[src/common/ecs_pkg.sv]
// constants and types for the exception cause status block
// Contract
// RL1 - software writes only request, disable, select, wait bits
// RL2 - external controller mode: pending bits carry priority
// RL3 - bit 31 delay slot, only when level clear
// RL4 - bit 30 shows timer interrupt pending
// RL5 - timer pending drives a core output
// RL6 - bits 29:28 load unit number every exception
// RL7 - bit 27 set stops count, resets 0
// RL8 - bit 26 shows perf interrupt, resets 0
// RL9 - perf pending drives a core output
// RL10 - bit 25 records chaining on interrupt return
// RL11 - bit 24 records fault during auto prologue
// RL12 - bit 23 picks vector 16#180 or 16#200
// RL13 - select set, boot clear: vectored table base
// RL14 - writes to read-only fields are ignored
`default_nettype none
package ecs_pkg;
  // field positions
  localparam int unsigned DELAY_SLOT_BIT     = 31;
  localparam int unsigned TIMER_PEND_BIT     = 30;
  localparam int unsigned COP_UNIT_HI        = 29;
  localparam int unsigned COP_UNIT_LO        = 28;
  localparam int unsigned COUNT_DIS_BIT      = 27;
  localparam int unsigned PERF_PEND_BIT      = 26;
  localparam int unsigned CHAIN_BIT          = 25;
  localparam int unsigned PROLOGUE_BIT       = 24;
  localparam int unsigned VEC_SEL_BIT        = 23;
  localparam int unsigned WAIT_PEND_BIT      = 22;
  localparam int unsigned HW_PEND_HI         = 15;
  localparam int unsigned HW_PEND_LO         = 10;
  localparam int unsigned SW_REQ_HI          = 9;
  localparam int unsigned SW_REQ_LO          = 8;
  // values after reset
  localparam logic        COUNT_DIS_RST      = 1'b0;
  localparam logic        PERF_PEND_RST      = 1'b0;
  localparam logic        FLAG_RST           = 1'b0;
  localparam logic [1:0]  COP_UNIT_RST       = 2'h0;
  localparam logic [1:0]  SW_REQ_RST         = 2'h0;
  localparam logic [31:0] WORD_RST           = 32'h0000_0000;
  // interrupt dispatch offsets
  localparam logic [11:0] GEN_VEC_OFFSET     = 12'h180;
  localparam logic [11:0] SPECIAL_VEC_OFFSET = 12'h200;

  // facts reported by the pipeline when an exception is taken
  typedef struct packed {
    logic       in_delay_slot; // faulting op sat in a delay slot
    logic       level_was_set; // exception level flag at the time
    logic [1:0] cop_unit;      // coprocessor unit referenced
    logic       in_prologue;   // fault hit during auto prologue
  } ecs_exc_info_s;

  // coprocessor register write request
  typedef struct packed {
    logic        wr_en;   // one-cycle write strobe
    logic [31:0] wr_data; // word written by software
  } ecs_wr_req_s;
endpackage : ecs_pkg
`default_nettype wire

[src/hw/ecs_cause.sv]
// exception cause status register with interrupt pending mirrors
`default_nettype none
module ecs_cause
  import ecs_pkg::*;
(
  input  wire logic          core_clk_in,        // 10 MHz core clock
  input  wire logic          nrst_in,            // async reset, low
  input  wire ecs_wr_req_s   wr_req_in,          // software write
  input  wire logic          rd_en_in,           // software read
  input  wire logic          exc_taken_in,       // exception pulse
  input  wire ecs_exc_info_s exc_info_in,        // exception facts
  input  wire logic          interrupt_return_done_in,    // return done
  input  wire logic          interrupt_return_chained_in, // it chained
  input  wire logic          timer_irq_in,       // timer level
  input  wire logic          perf_irq_in,        // perf counter level
  input  wire logic [5:0]    hw_irq_in,          // hw pending levels
  input  wire logic          external_irq_controller_in,  // ext mode on
  input  wire logic [5:0]    requested_priority_level_in, // its level
  input  wire logic          boot_vector_in,     // boot vector flag
  output logic [31:0]        rd_data_out,        // read word
  output logic               rd_valid_out,       // read answer pulse
  output logic               count_match_irq_out,  // timer pending
  output logic               perf_counter_irq_out, // perf pending
  output logic               count_disable_out,  // stop count
  output logic [11:0]        irq_vector_out,     // dispatch offset
  output logic               vector_table_out    // vectored base
);

  // reset synchroniser: first stage feeds only the second
  logic rst_meta_reg;      // first stage
  logic rst_n_reg;         // released reset used everywhere

  always_ff @(posedge core_clk_in or negedge nrst_in) begin
    if (!nrst_in) begin
      rst_meta_reg <= 1'b0;
      rst_n_reg    <= 1'b0;
    end else begin
      rst_meta_reg <= 1'b1;
      rst_n_reg    <= rst_meta_reg;
    end
  end

  // stored fields and their next values
  logic       delay_slot_flag_reg, delay_slot_flag_next;
  logic [1:0] cop_unit_reg, cop_unit_next;
  logic       count_disable_reg, count_disable_next;
  logic       chaining_happened_reg, chaining_happened_next;
  logic       auto_prologue_fault_reg, auto_prologue_fault_next;
  logic       vec_sel_reg, vec_sel_next;
  logic       wait_pend_reg, wait_pend_next;
  logic [1:0] sw_req_reg, sw_req_next;
  logic       timer_pend_reg, timer_pend_next;
  logic       perf_pend_reg, perf_pend_next;
  logic [5:0] hw_pend_reg, hw_pend_next;
  logic [31:0] rd_data_reg, rd_data_next;
  logic       rd_valid_reg, rd_valid_next;
  logic [11:0] vector_reg, vector_next;
  logic       table_reg, table_next;
  logic [31:0] word;        // live assembled register view

  // assemble the readable word; unused bits read zero
  always_comb begin
    word = WORD_RST;
    word[DELAY_SLOT_BIT] = delay_slot_flag_reg;
    word[TIMER_PEND_BIT] = timer_pend_reg;                // [RL4]
    word[COP_UNIT_HI:COP_UNIT_LO] = cop_unit_reg;
    word[COUNT_DIS_BIT] = count_disable_reg;
    word[PERF_PEND_BIT] = perf_pend_reg;                  // [RL8]
    word[CHAIN_BIT] = chaining_happened_reg;
    word[PROLOGUE_BIT] = auto_prologue_fault_reg;
    word[VEC_SEL_BIT] = vec_sel_reg;
    word[WAIT_PEND_BIT] = wait_pend_reg;
    word[HW_PEND_HI:HW_PEND_LO] = hw_pend_reg;
    word[SW_REQ_HI:SW_REQ_LO] = sw_req_reg;
  end

  // next-state of every field
  always_comb begin
    delay_slot_flag_next     = delay_slot_flag_reg;
    cop_unit_next            = cop_unit_reg;
    chaining_happened_next   = chaining_happened_reg;
    auto_prologue_fault_next = auto_prologue_fault_reg;
    count_disable_next       = count_disable_reg;
    vec_sel_next             = vec_sel_reg;
    wait_pend_next           = wait_pend_reg;
    sw_req_next              = sw_req_reg;
    // pending mirrors follow their sources one cycle late
    timer_pend_next = timer_irq_in;                       // [RL4]
    perf_pend_next  = perf_irq_in;                        // [RL8]
    // priority level replaces flags in controller mode
    if (external_irq_controller_in) begin
      hw_pend_next = requested_priority_level_in;         // [RL2]
    end else begin
      hw_pend_next = hw_irq_in;
    end
    // exception capture; software cannot touch these
    if (exc_taken_in) begin
      // nested exceptions keep the first slot indication
      if (!exc_info_in.level_was_set) begin
        delay_slot_flag_next = exc_info_in.in_delay_slot; // [RL3]
      end
      cop_unit_next            = exc_info_in.cop_unit;    // [RL6]
      auto_prologue_fault_next = exc_info_in.in_prologue; // [RL11]
    end
    // chaining result of each completed return
    if (interrupt_return_done_in) begin
      chaining_happened_next = interrupt_return_chained_in; // [RL10]
    end
    // software write touches only the writable fields
    if (wr_req_in.wr_en) begin                            // [RL1] [RL14]
      count_disable_next = wr_req_in.wr_data[COUNT_DIS_BIT]; // [RL7]
      vec_sel_next       = wr_req_in.wr_data[VEC_SEL_BIT];   // [RL12]
      wait_pend_next     = wr_req_in.wr_data[WAIT_PEND_BIT];
      sw_req_next        = wr_req_in.wr_data[SW_REQ_HI:SW_REQ_LO];
    end
    // read answer next cycle, sampled before any write lands
    rd_valid_next = rd_en_in;
    if (rd_en_in) begin
      rd_data_next = word;
    end else begin
      rd_data_next = rd_data_reg;
    end
    // vector choice from the stored select bit
    if (vec_sel_reg) begin
      vector_next = SPECIAL_VEC_OFFSET;                   // [RL12]
    end else begin
      vector_next = GEN_VEC_OFFSET;                       // [RL12]
    end
    table_next = vec_sel_reg && !boot_vector_in;          // [RL13]
  end

  // register every field; undefined-at-reset fields start at zero
  always_ff @(posedge core_clk_in or negedge rst_n_reg) begin
    if (!rst_n_reg) begin
      delay_slot_flag_reg     <= FLAG_RST;
      cop_unit_reg            <= COP_UNIT_RST;
      count_disable_reg       <= COUNT_DIS_RST;           // [RL7]
      chaining_happened_reg   <= FLAG_RST;
      auto_prologue_fault_reg <= FLAG_RST;
      vec_sel_reg             <= FLAG_RST;
      wait_pend_reg           <= FLAG_RST;
      sw_req_reg              <= SW_REQ_RST;
      timer_pend_reg          <= FLAG_RST;
      perf_pend_reg           <= PERF_PEND_RST;           // [RL8]
      hw_pend_reg             <= 6'h00;
      rd_data_reg             <= WORD_RST;
      rd_valid_reg            <= 1'b0;
      vector_reg              <= GEN_VEC_OFFSET;
      table_reg               <= 1'b0;
    end else begin
      delay_slot_flag_reg     <= delay_slot_flag_next;
      cop_unit_reg            <= cop_unit_next;
      count_disable_reg       <= count_disable_next;
      chaining_happened_reg   <= chaining_happened_next;
      auto_prologue_fault_reg <= auto_prologue_fault_next;
      vec_sel_reg             <= vec_sel_next;
      wait_pend_reg           <= wait_pend_next;
      sw_req_reg              <= sw_req_next;
      timer_pend_reg          <= timer_pend_next;
      perf_pend_reg           <= perf_pend_next;
      hw_pend_reg             <= hw_pend_next;
      rd_data_reg             <= rd_data_next;
      rd_valid_reg            <= rd_valid_next;
      vector_reg              <= vector_next;
      table_reg               <= table_next;
    end
  end

  // outputs straight from flops
  assign rd_data_out          = rd_data_reg;
  assign rd_valid_out         = rd_valid_reg;
  assign count_match_irq_out  = timer_pend_reg;           // [RL5]
  assign perf_counter_irq_out = perf_pend_reg;            // [RL9]
  assign count_disable_out    = count_disable_reg;        // [RL7]
  assign irq_vector_out       = vector_reg;
  assign vector_table_out     = table_reg;
endmodule // ecs_cause
`default_nettype wire

[config.mk]
export PLATFORM = sky130hd
export DESIGN_NAME = ecs_cause
export DESIGN_NICKNAME = d
export VERILOG_FILES = /design/src/common/ecs_pkg.sv /design/src/hw/ecs_cause.sv
export SDC_FILE = /design/constraint.sdc
export NUM_CORES = 1
export LEC_CHECK = 0
export ABC_AREA = 1
export ABC_CLOCK_PERIOD_IN_PS = 2400
export BUFFER_PORTS_ARGS = -buffer_cell sky130_fd_sc_hd__buf_4
export CORE_MARGIN = 2
export CORE_UTILIZATION = 35
export CTS_CLUSTER_SIZE = 16
export DETAILED_ROUTE_END_ITERATION = 10
export GPL_ROUTABILITY_DRIVEN = 0
export HOLD_SLACK_MARGIN = 0.15
export PLACE_DENSITY = 0.67
export SLEW_MARGIN = 10
export SYNTH_ARGS = -nofsm -noshare
export SYNTH_HDL_FRONTEND = slang
export SYNTH_SLANG_ARGS = --single-unit
[constraint.sdc]
create_clock -name core_clk_in -period 2.4 [get_ports core_clk_in]
set_clock_uncertainty 0.1 [all_clocks]
set_input_delay 0.12 -clock core_clk_in [delete_from_list [all_inputs] [get_ports core_clk_in]]
set_output_delay 0.12 -clock core_clk_in [all_outputs]
set_load 0.03 [all_outputs]
==> flow_results.xml <==
<?xml version="1.0" encoding="UTF-8"?>
<metrics>
  <group name="sta">
    <metric name="whs" unit="ps">273</metric>
    <metric name="worst_pin_slew" unit="ps">855</metric>
    <metric name="finalWorstSetupSlack" unit="ps">462</metric>
    <metric name="timing.setup.tns" unit="ps">0</metric>
    <metric name="max_freq" unit="MHz">516</metric>
    <metric name="timing.max_slew.rel_slack" unit="%">43.0</metric>
    <metric name="grt_setup_unrepaired" unit="">no</metric>
    <metric name="finalMaxSlewViolations" unit="">0</metric>
    <metric name="fin_crit" unit="ps">1940</metric>
    <metric name="ratio_of_final_minimum_period_to_clock_period" unit="%">80.8</metric>
    <metric name="timing_hold_violations_final" unit="">0</metric>
    <metric name="number_of_endpoints_failing_setup_at_the_final_stage" unit="">0</metric>
  </group>
  <group name="finish">
    <metric name="num-nets-final" unit="">340</metric>
    <metric name="antenna_cells_inserted" unit="">0</metric>
    <metric name="final_core_utilization" unit="%">57.8</metric>
    <metric name="fillers" unit="">448</metric>
    <metric name="area.growth.synth_to_final" unit="%">56.5</metric>
    <metric name="multi_input_area" unit="um2">455</metric>
    <metric name="fin_cells" unit="">348</metric>
    <metric name="sequential_cell_area" unit="um2">1050</metric>
    <metric name="largest_reg_flops" unit="">18</metric>
    <metric name="finish.instance_area" unit="um2">2770</metric>
    <metric name="final_layout_size_suffix_gt1_share" unit="%">29.9</metric>
  </group>
  <group name="synth">
    <metric name="synthDominantCellAreaShare" unit="%">58.0</metric>
    <metric name="synth_async_sr_flop_share" unit="%">100</metric>
    <metric name="synth_largest_area_cell" unit="">sky130_fd_sc_hd__dfrtp_1</metric>
    <metric name="synth_most_common_cell" unit="">sky130_fd_sc_hd__dfrtp_1</metric>
    <metric name="synth_area_leaders" unit="">sky130_fd_sc_hd__dfrtp_1 (58%), sky130_fd_sc_hd__buf_4 (10%), sky130_fd_sc_hd__nand2_1 (5.7%)</metric>
    <metric name="post_synth_most_frequent_cells" unit="">sky130_fd_sc_hd__dfrtp_1 (41), sky130_fd_sc_hd__nand2_1 (27), sky130_fd_sc_hd__inv_1 (25), sky130_fd_sc_hd__buf_4 (24), sky130_fd_sc_hd__o21ai_0 (15)</metric>
    <metric name="seq_area_frac_synth" unit="%">59.5</metric>
    <metric name="number_of_enable_type_register_cells_in_the_synthesized_netlist" unit="">0</metric>
    <metric name="synth.ff_latch_count" unit="">42</metric>
    <metric name="ys.warnings.count" unit="">0</metric>
    <metric name="syn_area" unit="um2">1770</metric>
    <metric name="synth_cells" unit="">170</metric>
    <metric name="syn-mean-instance-area" unit="um2">10.4</metric>
    <metric name="synthFlopType" unit="">sky130_fd_sc_hd__dfrtp_1</metric>
    <metric name="synth.distinct_cells" unit="">17</metric>
  </group>
  <group name="clock_tree">
    <metric name="path_clk_slew" unit="ps">80</metric>
    <metric name="cts_root_buffer" unit="">sky130_fd_sc_hd__clkbuf_8</metric>
    <metric name="cts_sinks" unit="">42</metric>
    <metric name="cts_post_setup_buffers_inserted" unit="">0</metric>
    <metric name="clock_latency" unit="ps">290</metric>
    <metric name="cts_buffers" unit="">5</metric>
    <metric name="cts_max_level" unit="">2</metric>
    <metric name="cts.hold.buffers_added" unit="">53</metric>
    <metric name="cts.path.max_buffers" unit="">2</metric>
    <metric name="cts_tree" unit="">yes</metric>
    <metric name="postCtsResizedCells" unit="">0</metric>
  </group>
  <group name="critical_path">
    <metric name="cpMaxStageDelayCell" unit="">sky130_fd_sc_hd__dlygate4sd3_1</metric>
    <metric name="crit_path_max_fanout" unit="">1</metric>
    <metric name="worstSetupStartpointType" unit="">primary input</metric>
    <metric name="critPathBufInv" unit="">4</metric>
    <metric name="setup.worst_path.end_class" unit="">flip-flop</metric>
    <metric name="rr_worst_depth" unit="">3</metric>
    <metric name="critical_path_required" unit="ps">2490</metric>
    <metric name="worst-path-stages" unit="">6</metric>
    <metric name="worst_ep_arrival_time" unit="ps">2020</metric>
    <metric name="criticalPathCategory" unit="">primary input to flip-flop</metric>
    <metric name="critical_path.top_delay_family" unit="">buffers and inverters</metric>
    <metric name="cp_cell_sequence" unit="">dlygate4sd3_1 &gt; buf_4 &gt; nand2_1 &gt; dlygate4sd3_1 &gt; o21ai_0 &gt; dlygate4sd3_1</metric>
    <metric name="timing.critical_path.mode_cell" unit="">sky130_fd_sc_hd__dlygate4sd3_1</metric>
    <metric name="cpPeakStageDelay" unit="ps">550</metric>
  </group>
  <group name="placed_design">
    <metric name="port_buffers" unit="">58</metric>
    <metric name="postPlaceCellArea" unit="um2">2120</metric>
    <metric name="number_of_cells_in_the_design_after_placement" unit="">287</metric>
    <metric name="dpl_worst_slack" unit="ps">1300</metric>
    <metric name="place_hpwl" unit="um">2130</metric>
  </group>
  <group name="route">
    <metric name="highest-signal-layer" unit="">met4</metric>
    <metric name="met2RoutedLength" unit="um">1930</metric>
    <metric name="drtIter0Drc" unit="">42</metric>
    <metric name="wl_per_cell" unit="um">10.3</metric>
    <metric name="vias_per_cell" unit="">3.95</metric>
    <metric name="drt-met1-wl" unit="um">1370</metric>
    <metric name="vias" unit="">1376</metric>
    <metric name="detail_route.wirelength" unit="um">3580</metric>
    <metric name="postRouteAntennaNets" unit="">0</metric>
    <metric name="detail_route.drc_violations" unit="">0</metric>
    <metric name="detailedRoute.firstPassIterationCount" unit="">4</metric>
    <metric name="met3_wirelength" unit="um">202</metric>
  </group>
  <group name="grt">
    <metric name="global_route.overflow_total" unit="">0</metric>
    <metric name="grt_antenna_before_repair" unit="">0</metric>
    <metric name="first_global_vias" unit="">1370</metric>
    <metric name="grt_start_max_net_pins" unit="">41</metric>
    <metric name="grt_first_pass_wirelength" unit="um">5730</metric>
    <metric name="grt_use_total" unit="%">13.7</metric>
  </group>
  <group name="min_path">
    <metric name="min_path_type" unit="">flip-flop to flip-flop</metric>
    <metric name="min_delay_path_depth" unit="">0</metric>
  </group>
  <group name="pwr">
    <metric name="ir_worst_vdd" unit="mV">0.289</metric>
    <metric name="power.leakage" unit="nW">1.37</metric>
    <metric name="p_per_area" unit="nW/um2">646</metric>
    <metric name="fin_total_pwr" unit="mW">1.79</metric>
  </group>
  <group name="floorplanning">
    <metric name="io_pins" unit="">109</metric>
    <metric name="core" unit="um2">4790</metric>
    <metric name="floorplan.rows" unit="">25</metric>
    <metric name="dieArea" unit="um2">5640</metric>
    <metric name="die-width" unit="um">75.1</metric>
    <metric name="die_span_y" unit="um">75.1</metric>
    <metric name="floorplan.initialDensity" unit="%">36.9</metric>
  </group>
  <group name="flow_run">
    <metric name="maxCapViolCount" unit="">0</metric>
  </group>
  <group name="outcome">
    <metric name="result_of_the_run" unit="">complete, no violations</metric>
  </group>
</metrics>
## worst paths after layout
kind                               startpoint              end  slack [ps]
worst min register to register   rst_meta_reg        rst_n_reg         270
worst max register to register    vec_sel_reg      vec_sel_reg        1050
max in group asynchronous           rst_n_reg   hw_pend_reg[0]        1380
worst min-delay path             rst_meta_reg        rst_n_reg         270
min in group asynchronous           rst_n_reg  rd_data_out[22]         290
worst max-delay path            wr_req_in[22]    wait_pend_reg         460
## kinds of logic after synthesis
logic type      after synthesis  share of synthesized area, %
compound gates               33                          12.1
other cells                   2                         0.425
simple gates                 38                          8.56
buf+inv                      55                          19.4
flops                        42                          59.5
## worst reg2reg max path: stages, from the launching register on
cell,delay (ps)
sky130_fd_sc_hd__dfrtp_1,380
sky130_fd_sc_hd__inv_1,130
sky130_fd_sc_hd__o21ai_0,80
sky130_fd_sc_hd__dlygate4sd3_1,550
## routing by layer
| layer | up-vias | track usage [%] |
|---|---|---|
| li1 | 688 | - |
| met1 | 629 | 14.0 |
| met2 | 53 | 25.7 |
| met3 | 6 | 3.35 |
| met4 | 0 | 6.55 |
| met5 | - | 0 |
## power by group
group	internal [mW]	total [mW]	switching [mW]
clock	0.309	0.553	0.244
combinational	0.186	0.418	0.232
sequential	0.773	0.815	0.0419
## cells in the final DEF (no fill, tap or decap), drive strengths merged
master | Yosys | final
inv | 25 | 25
nand3 | 1 | 1
conb | 2 | 24
dfrtp | 41 | 41
o21ai | 24 | 24
dlygate4sd3 | 0 | 53
a21oi | 9 | 9
dfstp | 1 | 1
clkinvlp | 0 | 2
clkbuf | 2 | 5
buf | 28 | 58
bufinv | 0 | 1
nor2 | 10 | 10
nand2 | 27 | 27
## cell type report
type	count	area share, %
multi-input combinational	95	16.5
inverter	25	3.39
timing repair buffer	111	34.9
sequential	42	38.1
tap	67	3.03
clock inverter	3	1.63
clock buffer	5	2.49
Power figures use the tool's default switching activity.
